==> src/rtl/iatc_pkg.sv <==
`default_nettype none
package iatc_pkg;
  // Clock and time base
  localparam int unsigned CLK_HZ = 25_000_000;
  localparam int unsigned CLK_PERIOD_NS = 40;
  localparam int unsigned NS_PER_US = 1000;
  localparam logic [4:0] CYC_PER_US = 5'(NS_PER_US / CLK_PERIOD_NS);
  localparam logic [32:0] CLK_HZ_W = 33'(CLK_HZ);
  // Register byte offsets
  localparam logic [7:0] OFS_CTRL = 8'h00;
  localparam logic [7:0] OFS_CMD = 8'h04;
  localparam logic [7:0] OFS_BURST = 8'h08;
  localparam logic [7:0] OFS_EXPO = 8'h0c;
  localparam logic [7:0] OFS_FRATE = 8'h10;
  localparam logic [7:0] OFS_ROWRATE = 8'h14;
  localparam logic [7:0] OFS_TRIG = 8'h18;
  localparam logic [7:0] OFS_STATUS = 8'h1c;
  localparam logic [7:0] OFS_ACHIEVED = 8'h20;
  // Control register fields
  localparam int unsigned CTRL_RUN_LSB = 0;
  localparam int unsigned CTRL_BOOT = 2;
  localparam int unsigned CTRL_TIMING = 3;
  localparam int unsigned CTRL_AUTO_LSB = 4;
  localparam int unsigned CTRL_RATE_EN = 6;
  localparam int unsigned CTRL_KIND = 7;
  localparam int unsigned CTRL_SHUTTER = 8;
  // Command register bits
  localparam int unsigned CMD_BEGIN = 0;
  localparam int unsigned CMD_END = 1;
  localparam int unsigned CMD_HOST_TRIG = 2;
  // Encodings
  localparam logic [1:0] RUN_CONT = 2'h0;
  localparam logic [1:0] RUN_MULTI = 2'h1;
  localparam logic [1:0] RUN_SINGLE = 2'h2;
  localparam logic [1:0] AUTO_OFF = 2'h0;
  localparam logic [1:0] AUTO_ONCE = 2'h1;
  localparam logic [1:0] AUTO_CONT = 2'h2;
  localparam logic [2:0] SRC_SW = 3'h0;
  localparam logic [2:0] SRC_PIN_MAX = 3'h4;
  localparam logic [1:0] ACT_LOW = 2'h0;
  localparam logic [1:0] ACT_HIGH = 2'h1;
  localparam logic [1:0] ACT_FALL = 2'h2;
  localparam logic [1:0] ACT_RISE = 2'h3;
  localparam logic KIND_ACQ = 1'b0;
  localparam logic KIND_IMG = 1'b1;
  // Reset values and frame geometry
  localparam logic [31:0] BURST_RST = 32'h0000_0001;
  localparam logic [31:0] EXPO_RST = 32'h0000_03e8;
  localparam logic [31:0] FRATE_RST = 32'h0000_001e;
  localparam logic [31:0] ROWRATE_RST = 32'h0001_86a0;
  localparam logic [15:0] ROWS_PER_FRAME = 16'h0010;
  localparam logic [1:0] RESP_OKAY = 2'h0;
  localparam logic [1:0] RESP_SLVERR = 2'h2;
  // Per-kind trigger settings
  typedef struct packed {
    logic [1:0] cond;
    logic [2:0] origin;
    logic enable;
  } iatc_trig_cfg_t;
  localparam iatc_trig_cfg_t TRIG_CFG_RST = '{cond: 2'h3, origin: 3'h0, enable: 1'b0};
  // Sequencer states
  typedef enum logic [4:0] {
    ST_IDLE = 5'h01,
    ST_ARMED = 5'h02,
    ST_WAIT = 5'h04,
    ST_EXPOSE = 5'h08,
    ST_READOUT = 5'h10
  } iatc_state_t;
endpackage : iatc_pkg
`default_nettype wire

==> src/rtl/iatc_top.sv <==
// The placing of the registers and the AXI4-Lite interface to the registers were decided locally.
`default_nettype none
module iatc_top #(
  parameter logic P_START_AT_POWERUP = 1'b0,
  parameter int unsigned P_RATE_WINDOW = 25_000_000
) (
  input wire logic i_core_clk,
  input wire logic i_rst,
  input wire logic [7:0] i_s_axi_awaddr,
  input wire logic i_s_axi_awvalid,
  output logic o_s_axi_awready,
  input wire logic [31:0] i_s_axi_wdata,
  input wire logic [3:0] i_s_axi_wstrb,
  input wire logic i_s_axi_wvalid,
  output logic o_s_axi_wready,
  output logic [1:0] o_s_axi_bresp,
  output logic o_s_axi_bvalid,
  input wire logic i_s_axi_bready,
  input wire logic [7:0] i_s_axi_araddr,
  input wire logic i_s_axi_arvalid,
  output logic o_s_axi_arready,
  output logic [31:0] o_s_axi_rdata,
  output logic [1:0] o_s_axi_rresp,
  output logic o_s_axi_rvalid,
  input wire logic i_s_axi_rready,
  input wire logic [3:0] i_trig_line,
  output logic o_acquiring,
  output logic o_exposing,
  output logic o_row_strobe,
  output logic o_frame_done,
  output logic o_auto_active
);
  // Trigger hit for one kind; returns the event for the configured source
  function automatic logic trig_hit(input iatc_pkg::iatc_trig_cfg_t cfg, input logic sw,
                                    input logic [3:0] lvl, input logic [3:0] rise,
                                    input logic [3:0] fall);
    logic [1:0] idx;
    idx = 2'(cfg.origin - 3'h1);
    if (!cfg.enable || cfg.origin > iatc_pkg::SRC_PIN_MAX)
      trig_hit = 1'b0;
    else if (cfg.origin == iatc_pkg::SRC_SW)
      trig_hit = sw;
    else
    begin
      case (cfg.cond)
        iatc_pkg::ACT_LOW: trig_hit = !lvl[idx];
        iatc_pkg::ACT_HIGH: trig_hit = lvl[idx];
        iatc_pkg::ACT_FALL: trig_hit = fall[idx];
        default: trig_hit = rise[idx];
      endcase
    end
  endfunction : trig_hit

  // Pin in its asserted sense, used to time pulse-width exposure
  function automatic logic trig_level(input iatc_pkg::iatc_trig_cfg_t cfg,
                                      input logic [3:0] lvl);
    logic [1:0] idx;
    idx = 2'(cfg.origin - 3'h1);
    if (cfg.origin == iatc_pkg::SRC_SW || cfg.origin > iatc_pkg::SRC_PIN_MAX)
      trig_level = 1'b0;
    else if (cfg.cond == iatc_pkg::ACT_LOW || cfg.cond == iatc_pkg::ACT_FALL)
      trig_level = !lvl[idx];
    else
      trig_level = lvl[idx];
  endfunction : trig_level

  // Bus handshake state
  logic [7:0] aw_addr; // Held write address
  logic aw_full; // Write address captured
  logic [31:0] w_data; // Held write data
  logic w_full; // Write data captured
  logic wr_fire; // Both halves present: commit
  // Software settings
  logic [1:0] run_mode;
  logic start_at_powerup;
  logic timing_sel; // 0 timed, 1 pulse length
  logic [1:0] auto_sel;
  logic rate_en;
  logic kind_sel;
  logic [31:0] burst_total;
  logic [31:0] expo_us;
  logic [31:0] frame_rate;
  logic [31:0] row_rate;
  iatc_pkg::iatc_trig_cfg_t trig_cfg [2]; // Indexed by trigger kind
  // Command pulses
  logic cmd_begin;
  logic cmd_end;
  logic cmd_host_trig;
  logic boot_pend; // First cycle after reset
  // Pin synchronisers and detectors
  logic [3:0] pin_s1;
  logic [3:0] pin_s2;
  logic [3:0] pin_s3;
  logic [3:0] pin_rise;
  logic [3:0] pin_fall;
  logic [1:0] hit; // Per-kind trigger events
  // Sequencer
  iatc_pkg::iatc_state_t state;
  logic [31:0] frames_left;
  logic [4:0] us_div;
  logic [31:0] us_cnt;
  logic expo_done;
  logic [32:0] frame_acc;
  logic pace_pend; // A pacing slot has elapsed
  logic [32:0] row_acc;
  logic row_tick;
  logic [15:0] row_cnt;
  // Rate measurement
  logic [31:0] win_cnt;
  logic [31:0] win_frames;
  logic [31:0] achieved;
  logic [31:0] next_rdata;
  logic next_rok;

  // Write channel capture; each half is taken independently
  assign wr_fire = aw_full && w_full && !o_s_axi_bvalid;
  always_ff @(posedge i_core_clk or posedge i_rst)
  begin
    if (i_rst)
    begin
      aw_full <= 1'b0;
      w_full <= 1'b0;
      aw_addr <= 8'h00;
      w_data <= 32'h0000_0000;
      o_s_axi_awready <= 1'b0;
      o_s_axi_wready <= 1'b0;
      o_s_axi_bvalid <= 1'b0;
      o_s_axi_bresp <= iatc_pkg::RESP_OKAY;
    end
    else
    begin
      o_s_axi_awready <= !aw_full && !(o_s_axi_awready && i_s_axi_awvalid);
      o_s_axi_wready <= !w_full && !(o_s_axi_wready && i_s_axi_wvalid);
      if (o_s_axi_awready && i_s_axi_awvalid)
      begin
        aw_full <= 1'b1;
        aw_addr <= i_s_axi_awaddr;
      end
      if (o_s_axi_wready && i_s_axi_wvalid)
      begin
        w_full <= 1'b1;
        w_data <= i_s_axi_wdata;
      end
      if (wr_fire)
      begin
        // Status and rate words are read-only: flag the write
        aw_full <= 1'b0;
        w_full <= 1'b0;
        o_s_axi_bvalid <= 1'b1;
        o_s_axi_bresp <= (aw_addr[7:2] <= iatc_pkg::OFS_TRIG[7:2] && aw_addr[1:0] == 2'b00)
                         ? iatc_pkg::RESP_OKAY : iatc_pkg::RESP_SLVERR;
      end
      else if (o_s_axi_bvalid && i_s_axi_bready)
        o_s_axi_bvalid <= 1'b0;
    end
  end

  // Settings; strobes ignored, every write is a full word
  always_ff @(posedge i_core_clk or posedge i_rst)
  begin
    if (i_rst)
    begin
      run_mode <= iatc_pkg::RUN_CONT;
      start_at_powerup <= P_START_AT_POWERUP;
      timing_sel <= 1'b0;
      auto_sel <= iatc_pkg::AUTO_OFF;
      rate_en <= 1'b0;
      kind_sel <= iatc_pkg::KIND_ACQ;
      burst_total <= iatc_pkg::BURST_RST;
      expo_us <= iatc_pkg::EXPO_RST;
      frame_rate <= iatc_pkg::FRATE_RST;
      row_rate <= iatc_pkg::ROWRATE_RST;
      trig_cfg[0] <= iatc_pkg::TRIG_CFG_RST;
      trig_cfg[1] <= iatc_pkg::TRIG_CFG_RST;
    end
    else
    begin
      if (o_frame_done && auto_sel == iatc_pkg::AUTO_ONCE)
        auto_sel <= iatc_pkg::AUTO_OFF;
      if (wr_fire)
      begin
        case (aw_addr)
          iatc_pkg::OFS_CTRL:
          begin
            run_mode <= w_data[iatc_pkg::CTRL_RUN_LSB +: 2];
            start_at_powerup <= w_data[iatc_pkg::CTRL_BOOT];
            timing_sel <= w_data[iatc_pkg::CTRL_TIMING];
            auto_sel <= w_data[iatc_pkg::CTRL_AUTO_LSB +: 2];
            rate_en <= w_data[iatc_pkg::CTRL_RATE_EN];
            kind_sel <= w_data[iatc_pkg::CTRL_KIND];
          end
          iatc_pkg::OFS_BURST: burst_total <= w_data;
          iatc_pkg::OFS_EXPO: expo_us <= w_data;
          iatc_pkg::OFS_FRATE: frame_rate <= w_data;
          iatc_pkg::OFS_ROWRATE: row_rate <= w_data;
          iatc_pkg::OFS_TRIG: trig_cfg[kind_sel] <= w_data[5:0];
          default: ;
        endcase
      end
    end
  end

  // Command strobes, one cycle each; boot start fires once after release
  always_ff @(posedge i_core_clk or posedge i_rst)
  begin
    if (i_rst)
    begin
      cmd_begin <= 1'b0;
      cmd_end <= 1'b0;
      cmd_host_trig <= 1'b0;
      boot_pend <= 1'b1;
    end
    else
    begin
      boot_pend <= 1'b0;
      cmd_begin <= (wr_fire && aw_addr == iatc_pkg::OFS_CMD && w_data[iatc_pkg::CMD_BEGIN])
                   || (boot_pend && start_at_powerup);
      cmd_end <= wr_fire && aw_addr == iatc_pkg::OFS_CMD && w_data[iatc_pkg::CMD_END];
      cmd_host_trig <= wr_fire && aw_addr == iatc_pkg::OFS_CMD
                       && w_data[iatc_pkg::CMD_HOST_TRIG];
    end
  end

  // Pin synchronisers; only stage two onward feeds detection
  always_ff @(posedge i_core_clk or posedge i_rst)
  begin
    if (i_rst)
    begin
      pin_s1 <= 4'h0;
      pin_s2 <= 4'h0;
      pin_s3 <= 4'h0;
    end
    else
    begin
      pin_s1 <= i_trig_line;
      pin_s2 <= pin_s1;
      pin_s3 <= pin_s2;
    end
  end
  assign pin_rise = pin_s2 & ~pin_s3;
  assign pin_fall = ~pin_s2 & pin_s3;

  // Trigger events per kind; host trigger goes only to the selected kind
  for (genvar k = 0; k < 2; k++)
  begin : g_hit
    assign hit[k] = trig_hit(trig_cfg[k], cmd_host_trig && kind_sel == 1'(k),
                             pin_s2, pin_rise, pin_fall);
  end

  // Microsecond base for exposure, restarted at each exposure start
  assign expo_done = timing_sel
                     ? !trig_level(trig_cfg[iatc_pkg::KIND_IMG], pin_s2)
                     : (us_div == iatc_pkg::CYC_PER_US - 5'h01
                        && us_cnt + 32'h1 >= expo_us);
  always_ff @(posedge i_core_clk or posedge i_rst)
  begin
    if (i_rst)
    begin
      us_div <= 5'h00;
      us_cnt <= 32'h0000_0000;
    end
    else if (state != iatc_pkg::ST_EXPOSE)
    begin
      us_div <= 5'h00;
      us_cnt <= 32'h0000_0000;
    end
    else if (us_div == iatc_pkg::CYC_PER_US - 5'h01)
    begin
      us_div <= 5'h00;
      us_cnt <= us_cnt + 32'h1;
    end
    else
      us_div <= us_div + 5'h01;
  end

  // Frame pacing accumulator; a slot seen mid-frame is held, not queued
  always_ff @(posedge i_core_clk or posedge i_rst)
  begin
    if (i_rst)
    begin
      frame_acc <= 33'h0;
      pace_pend <= 1'b0;
    end
    else if (state == iatc_pkg::ST_IDLE || state == iatc_pkg::ST_ARMED)
    begin
      frame_acc <= 33'h0;
      pace_pend <= 1'b1;
    end
    else
    begin
      if (frame_acc + {1'b0, frame_rate} >= iatc_pkg::CLK_HZ_W)
      begin
        frame_acc <= frame_acc + {1'b0, frame_rate} - iatc_pkg::CLK_HZ_W;
        pace_pend <= 1'b1;
      end
      else
      begin
        frame_acc <= frame_acc + {1'b0, frame_rate};
        if (state == iatc_pkg::ST_WAIT && state != iatc_pkg::ST_IDLE && pace_pend)
          pace_pend <= 1'b0;
      end
    end
  end

  // Row timing during readout; rates above the clock give one row per cycle
  assign row_tick = row_acc + {1'b0, row_rate} >= iatc_pkg::CLK_HZ_W;
  always_ff @(posedge i_core_clk or posedge i_rst)
  begin
    if (i_rst)
    begin
      row_acc <= 33'h0;
      row_cnt <= 16'h0000;
      o_row_strobe <= 1'b0;
    end
    else if (state != iatc_pkg::ST_READOUT)
    begin
      row_acc <= 33'h0;
      row_cnt <= 16'h0000;
      o_row_strobe <= 1'b0;
    end
    else if (row_cnt == iatc_pkg::ROWS_PER_FRAME)
      o_row_strobe <= 1'b0; // All rows strobed; no extra strobe while leaving readout
    else
    begin
      o_row_strobe <= row_tick;
      if (row_tick)
      begin
        row_acc <= row_acc + {1'b0, row_rate} - iatc_pkg::CLK_HZ_W;
        row_cnt <= row_cnt + 16'h0001;
      end
      else
        row_acc <= row_acc + {1'b0, row_rate};
    end
  end

  // Capture sequencer; end command overrides everything
  always_ff @(posedge i_core_clk or posedge i_rst)
  begin
    if (i_rst)
    begin
      state <= iatc_pkg::ST_IDLE;
      frames_left <= 32'h0000_0000;
      o_frame_done <= 1'b0;
    end
    else
    begin
      o_frame_done <= 1'b0;
      if (cmd_end)
        state <= iatc_pkg::ST_IDLE;
      else
      begin
        case (state)
          iatc_pkg::ST_IDLE:
          begin
            if (cmd_begin)
            begin
              // Zero burst behaves as one image
              frames_left <= (run_mode == iatc_pkg::RUN_SINGLE || burst_total == 32'h0)
                             ? 32'h1 : burst_total;
              state <= trig_cfg[iatc_pkg::KIND_ACQ].enable
                       ? iatc_pkg::ST_ARMED : iatc_pkg::ST_WAIT;
            end
          end
          iatc_pkg::ST_ARMED:
            if (hit[iatc_pkg::KIND_ACQ])
              state <= iatc_pkg::ST_WAIT;
          iatc_pkg::ST_WAIT:
          begin
            if (trig_cfg[iatc_pkg::KIND_IMG].enable ? hit[iatc_pkg::KIND_IMG]
                : (!rate_en || pace_pend))
              state <= iatc_pkg::ST_EXPOSE;
          end
          iatc_pkg::ST_EXPOSE:
            if (expo_done)
              state <= iatc_pkg::ST_READOUT;
          iatc_pkg::ST_READOUT:
          begin
            if (row_cnt == iatc_pkg::ROWS_PER_FRAME)
            begin
              o_frame_done <= 1'b1;
              if (run_mode != iatc_pkg::RUN_MULTI && run_mode != iatc_pkg::RUN_SINGLE)
                state <= iatc_pkg::ST_WAIT;
              else if (frames_left <= 32'h1)
                state <= iatc_pkg::ST_IDLE;
              else
              begin
                frames_left <= frames_left - 32'h1;
                state <= iatc_pkg::ST_WAIT;
              end
            end
          end
          default: state <= iatc_pkg::ST_IDLE;
        endcase
      end
    end
  end

  // Achieved rate: images finished per window; long exposures lower it
  always_ff @(posedge i_core_clk or posedge i_rst)
  begin
    if (i_rst)
    begin
      win_cnt <= 32'h0000_0000;
      win_frames <= 32'h0000_0000;
      achieved <= 32'h0000_0000;
    end
    else if (win_cnt == 32'(P_RATE_WINDOW - 1))
    begin
      win_cnt <= 32'h0000_0000;
      achieved <= win_frames + {31'h0, o_frame_done};
      win_frames <= 32'h0000_0000;
    end
    else
    begin
      win_cnt <= win_cnt + 32'h1;
      win_frames <= win_frames + {31'h0, o_frame_done};
    end
  end

  // Status outputs
  always_ff @(posedge i_core_clk or posedge i_rst)
  begin
    if (i_rst)
    begin
      o_acquiring <= 1'b0;
      o_exposing <= 1'b0;
      o_auto_active <= 1'b0;
    end
    else
    begin
      o_acquiring <= state != iatc_pkg::ST_IDLE;
      o_exposing <= state == iatc_pkg::ST_EXPOSE;
      o_auto_active <= auto_sel != iatc_pkg::AUTO_OFF;
    end
  end

  // Read data select; shutter style reads back its only value, global
  always_comb
  begin
    next_rdata = 32'h0000_0000;
    next_rok = 1'b1;
    case (i_s_axi_araddr)
      iatc_pkg::OFS_CTRL:
      begin
        next_rdata[iatc_pkg::CTRL_RUN_LSB +: 2] = run_mode;
        next_rdata[iatc_pkg::CTRL_BOOT] = start_at_powerup;
        next_rdata[iatc_pkg::CTRL_TIMING] = timing_sel;
        next_rdata[iatc_pkg::CTRL_AUTO_LSB +: 2] = auto_sel;
        next_rdata[iatc_pkg::CTRL_RATE_EN] = rate_en;
        next_rdata[iatc_pkg::CTRL_KIND] = kind_sel;
        next_rdata[iatc_pkg::CTRL_SHUTTER] = 1'b0;
      end
      iatc_pkg::OFS_CMD: next_rdata = 32'h0000_0000;
      iatc_pkg::OFS_BURST: next_rdata = burst_total;
      iatc_pkg::OFS_EXPO: next_rdata = expo_us;
      iatc_pkg::OFS_FRATE: next_rdata = frame_rate;
      iatc_pkg::OFS_ROWRATE: next_rdata = row_rate;
      iatc_pkg::OFS_TRIG: next_rdata = {26'h0, trig_cfg[kind_sel]};
      iatc_pkg::OFS_STATUS: next_rdata = {27'h0, state};
      iatc_pkg::OFS_ACHIEVED: next_rdata = achieved;
      default: next_rok = 1'b0;
    endcase
  end

  // Read channel: one outstanding read, answered the cycle after the address
  always_ff @(posedge i_core_clk or posedge i_rst)
  begin
    if (i_rst)
    begin
      o_s_axi_arready <= 1'b0;
      o_s_axi_rvalid <= 1'b0;
      o_s_axi_rdata <= 32'h0000_0000;
      o_s_axi_rresp <= iatc_pkg::RESP_OKAY;
    end
    else
    begin
      o_s_axi_arready <= !o_s_axi_rvalid && !(o_s_axi_arready && i_s_axi_arvalid);
      if (o_s_axi_arready && i_s_axi_arvalid)
      begin
        o_s_axi_rvalid <= 1'b1;
        o_s_axi_rdata <= next_rdata;
        o_s_axi_rresp <= next_rok ? iatc_pkg::RESP_OKAY : iatc_pkg::RESP_SLVERR;
      end
      else if (o_s_axi_rvalid && i_s_axi_rready)
        o_s_axi_rvalid <= 1'b0;
    end
  end

  // Exposure length counter, read only by a check below
  logic [31:0] expo_cyc;
  always_ff @(posedge i_core_clk or posedge i_rst)
  begin
    if (i_rst)
      expo_cyc <= 32'h0000_0000;
    else if (state == iatc_pkg::ST_EXPOSE)
      expo_cyc <= expo_cyc + 32'h1;
    else
      expo_cyc <= 32'h0000_0000;
  end

  stop_idle_a: assert property (@(posedge i_core_clk) disable iff (i_rst)
    cmd_end |=> state == iatc_pkg::ST_IDLE ##1 !o_acquiring)
    else $error("end command did not stop capture");
  single_stop_a: assert property (@(posedge i_core_clk) disable iff (i_rst)
    (o_frame_done && run_mode == iatc_pkg::RUN_SINGLE) |-> state == iatc_pkg::ST_IDLE)
    else $error("single frame run kept going");
  cont_keep_a: assert property (@(posedge i_core_clk) disable iff (i_rst)
    (o_frame_done && run_mode == iatc_pkg::RUN_CONT && !$past(cmd_end))
    |-> state == iatc_pkg::ST_WAIT)
    else $error("continuous run stopped by itself");
  multi_count_a: assert property (@(posedge i_core_clk) disable iff (i_rst)
    (o_frame_done && run_mode == iatc_pkg::RUN_MULTI && state == iatc_pkg::ST_WAIT)
    |-> frames_left == $past(frames_left) - 32'h1)
    else $error("burst count not stepped");
  timed_len_a: assert property (@(posedge i_core_clk) disable iff (i_rst)
    (state == iatc_pkg::ST_EXPOSE && !timing_sel && expo_done && !cmd_end && expo_us != 0)
    |-> expo_cyc + 32'h1 == expo_us * 32'(iatc_pkg::CYC_PER_US))
    else $error("timed exposure length wrong");
  once_clear_a: assert property (@(posedge i_core_clk) disable iff (i_rst)
    (o_frame_done && auto_sel == iatc_pkg::AUTO_ONCE && !wr_fire) |=> auto_sel == iatc_pkg::AUTO_OFF)
    else $error("auto once did not return off");
  armed_hold_a: assert property (@(posedge i_core_clk) disable iff (i_rst)
    (state == iatc_pkg::ST_ARMED && !hit[iatc_pkg::KIND_ACQ] && !cmd_end)
    |=> state == iatc_pkg::ST_ARMED)
    else $error("capture began without start trigger");
  edge_single_a: assert property (@(posedge i_core_clk) disable iff (i_rst)
    (pin_rise != 4'h0) |=> (pin_rise & $past(pin_rise)) == 4'h0)
    else $error("edge pulse longer than one cycle");
  host_only_a: assert property (@(posedge i_core_clk) disable iff (i_rst)
    (state == iatc_pkg::ST_WAIT && trig_cfg[1].enable && trig_cfg[1].origin == 3'h0
     && !cmd_host_trig && !cmd_end) |=> state == iatc_pkg::ST_WAIT)
    else $error("image started without host trigger");
  pace_wait_a: assert property (@(posedge i_core_clk) disable iff (i_rst)
    (state == iatc_pkg::ST_WAIT && !trig_cfg[1].enable && rate_en && !pace_pend && !cmd_end)
    |=> state == iatc_pkg::ST_WAIT)
    else $error("image started before pacing slot");
endmodule : iatc_top
`default_nettype wire

==> config.mk <==
export PLATFORM = sky130hd
export DESIGN_NAME = iatc_top
export DESIGN_NICKNAME = d
export VERILOG_FILES = /design/src/rtl/iatc_pkg.sv /design/src/rtl/iatc_top.sv
export SDC_FILE = /design/constraint.sdc
export NUM_CORES = 1
export LEC_CHECK = 0
export BUFFER_PORTS_ARGS = -buffer_cell sky130_fd_sc_hd__buf_4
export CORE_MARGIN = 3
export CORE_UTILIZATION = 60
export CTS_CLUSTER_DIAMETER = 150
export CTS_CLUSTER_SIZE = 20
export DETAILED_ROUTE_END_ITERATION = 6
export PLACE_DENSITY = 0.78
export SLEW_MARGIN = 20
export SYNTH_ARGS = -nofsm -noshare
export SYNTH_HDL_FRONTEND = slang
export SYNTH_SLANG_ARGS = --single-unit
==> constraint.sdc <==
create_clock -name i_core_clk -period 19.4 [get_ports i_core_clk]
set_input_delay 0.97 -clock i_core_clk [delete_from_list [all_inputs] [get_ports i_core_clk]]
set_output_delay 0.97 -clock i_core_clk [all_outputs]
set_load 0.02 [all_outputs]
==> results.md <==
- Run status: finished, violations left
- Failing checks: design-rule violations
- Setup violations, final: 0
- Drt pass-1 iters: 7
- Cts bufs inserted: 29
- Top-count cell post-synth: dfrtp_1
- Total track usage: 29.6%
- Avg Inst Size Synth: between 9 and 10 µm²
- Routed vias/inst: 6.38
- Power per Cell Area: 105 nW/µm²
- Post-CTS Repair Setup Buffers: 0
- Post-synthesis adder-cell area fraction: under 10%
- R2R Setup Slk: between 10000 and 15000 ps
- Worst setup SP type: flip-flop
- Mapped Area: 28400 µm²
- Transition time of the tightest slew-check pin: around 1100 ps
- Peak VDD IR: about 0.095 mV
- # clock sinks: slightly above 500
- Number of global-route vias before repair: 22700
- Async SR Flop Fraction: 100%
- Post-Synth XOR/XNOR Area: 7.03%
- Area Overhead vs Synth: 7.33%
- Die area: between 40000 and 50000 µm²
- # hold bufs at CTS: 0
- Fillers: about 3700
- TritonCTS clock tree: done
- Worst-Skew Late Latency: 600 ps
- Placer Congestion: 0.926
- H-tree depth: 1
- RSZ-0062 raised after global routing: no
- Mapped Cells: 2954
- Fin. max-slew vios: 0
- Area fraction of the dominant cell type after synthesis: 42.3%
- Area of the core: 46700 µm²
- # IOs: 109
- Initial antenna violation count: 0
- Clock Tree Buf Depth: 3
- Post-synthesis register bit count: 503
- Crit. End Element: flip-flop
- Largest net degree at the start of global routing: 175
- Clock skew: 24.2 ps
- Mux cell area share after synthesis: roughly 8.5%
- Cell Rows: 79
- Crit path DAT: between 6000 and 7000 ps
- Setup tns final: 0 ps
- Detail Route Antenna Nets: 0
- Starting density of the core: about three fifths
- Static leakage: between 10 and 15 nW
- Worst path required time: 19850 ps
- HPWL Detailed: between 50 and 60 mm
- Crit Path Category: reg -> reg
- N_diodes: 0
- Layout Nets: 3158
- Top cells by area, synth: dfrtp_1 (42%), mux2_2 (6.3%), ha_1 (5.1%)
- Synth warn: 0
- Post-Synth Simple-Gate Area: 17.2%
- Area leader, netlist: dfrtp_1
- Port bufs: 102
- Main synth FF type: dfrtp_1
- Critical path peak fanout: 19
- Total global routing overflow: 0
- First-pass GRT wire length: between 100 and 150 mm
- Cell Area, Placed: 29600 µm²
- CTS-repair resized insts: 0
- Synth cell types: 92
- Routed len/inst: ~20 µm
- Max Fclk: 0.179 GHz
- Post-detailed-route DRC marker count: 1
- Fin crit share: 28.8%
- Slew margin rel.: between 20% and 30%
- Design area: just over 30000 µm²
- CTS clk-pin slew, worst paths: 100 ps
- Final Critical Period: between 5000 and 6000 ps
- Die X: around 220 µm
- Largest family of logic cells by synthesized area: simple AND/OR/NAND/NOR gates
- Hold Path Class: reg -> reg
- Final Hold Vio Count: 0
- Share of the yosys chip area belonging to registers: 44.4%
- Root buf cell: clkbuf_16
- First DRT Iteration DRCs: a little over 2000
- Compound-Gate Fraction of Synth Area: 14.6%
- Share of layout cells above drive strength 1: 13.0%
- Max-cap violations: 0
- Vias: 23000
- Die height: ~220 µm
- Number of flops mapped to enable cells by yosys: 0
- Synth top cells by count: dfrtp_1 (480), nand2_1 (300), nor2_1 (275)
- Final WL: ~74 mm
==> logic make-up (layout without fill, tap and decap cells) <==
group | count (synthesis) | in the layout
other | 1 | 3
adder cells (fa/ha/maj) | 117 | 117
multiplexers | 213 | 213
XOR/XNOR | 228 | 228
buffers and inverters | 220 | 265
AND/OR/NAND/NOR | 1016 | 1016
AO/OA/AOI/OAI | 656 | 656
flip-flops | 503 | 503
==> metrics by stage <==
stage | power [mW] | setup WS (ps) | instances | hold slack [ps] | util [%]
after global placement | 2.51 | 14020 | 3554 | 337 | 63.5
after global routing | 3.39 | 13370 | 3608 | 365 | 65.3
after floorplan | 2.19 | 4420 | 2956 | 331 | -
final | 3.21 | 13810 | 3608 | 358 | 65.3
after detailed placement | 2.55 | 13960 | 3554 | 341 | 63.5
after CTS | 3.19 | 13880 | 3608 | 360 | 65.3
==> cells in the final DEF (no fill, tap or decap), drive strengths merged, types with 9 or more instances in the layout <==
master	n
nor2	275
nand3b	11
mux2	160
xor2	112
a22o	11
a32oi	9
nand2	302
inv	85
dfrtp	480
o21a	15
xnor2	116
or4	11
mux2i	47
a21o	43
nand4	47
buf	128
dfstp	23
nand2b	21
a31oi	14
nor4	38
a221oi	30
a21oi	130
o21ai	257
a22oi	18
nor2b	22
and2	29
clkbuf	52
and3	41
and4	14
ha	115
nand3	81
a211oi	23
or2	11
nor3	63
o22ai	11
or3	19
o211ai	21
==> sequential cells by signal, summed over array words and instances (netlist names), 5 cells and up <==
| name | cells |
|---|---|
| achieved | 32 |
| aw_addr | 8 |
| burst_total | 32 |
| expo_us | 32 |
| frame_acc | 33 |
| frame_rate | 32 |
| frames_left | 32 |
| o_s_axi_rdata | 32 |
| row_acc | 33 |
| row_cnt | 16 |
| row_rate | 32 |
| state | 5 |
| trig_cfg | 12 |
| us_cnt | 32 |
| us_div | 5 |
| w_data | 32 |
| win_cnt | 32 |
| win_frames | 32 |
==> area by class of cell <==
type / count / area, µm² / share of cell area (%)
repair buffers: 128 / 973 / 3.20
inverters: 83 / 319 / 1.05
multi-input cells: 2233 / 15000 / 49.1
flip-flops and latches: 503 / 12600 / 41.4
well taps: 607 / 759 / 2.49
clock inverters: 2 / 28.8 / 0.0945
clock buffers: 52 / 812 / 2.67
==> worst max-delay path: stages (launching register included) <==
cell,delay [ps]
dfrtp_1,450
ha_1,270
fa_1,420
a21o_1,210
a311oi_1,560
o22ai_1,280
inv_1,100
ha_1,140
nand3_1,70
nor4_1,530
o211ai_1,150
nor4_1,450
nor3_1,150
o41ai_1,440
nor2_2,220
buf_4,270
nor4b_1,370
xnor2_1,190
o21ai_0,140
==> final timing paths <==
| kind | from | endpoint | cells past startpoint |
|---|---|---|---|
| setup / recovery | row_rate[0]$_DFFE_PP0P_ | row_acc[29]$_DFFE_PP0P_ | 18 |
| max in group asynchronous | i_rst | us_cnt[7]$_DFFE_PP0P_ | 3 |
| hold / removal | pin_s1[2]$_DFF_PP0_ | pin_s2[2]$_DFF_PP0_ | 0 |
| setup reg to reg | row_rate[0]$_DFFE_PP0P_ | row_acc[29]$_DFFE_PP0P_ | 18 |
| hold reg to reg | pin_s1[2]$_DFF_PP0_ | pin_s2[2]$_DFF_PP0_ | 0 |
| min in group asynchronous | i_rst | pin_s3[3]$_DFF_PP0_ | 2 |
==> report_power, final <==
part	switching (mW)	internal, mW
Clock	0.356	0.287
Combinational	0.719	0.443
Sequential	0.201	1.20
Total	1.28	1.93
==> metal layers <==
metal  GRT usage [%]  routed length (µm)  up-vias
met5               0                   0        -
met4            7.57                1800        0
met3            2.92                5140      128
met2            49.7               35500      829
met1            41.9               31800    11400
li1                -                   -    10600
(Power assumes the default switching activity.)
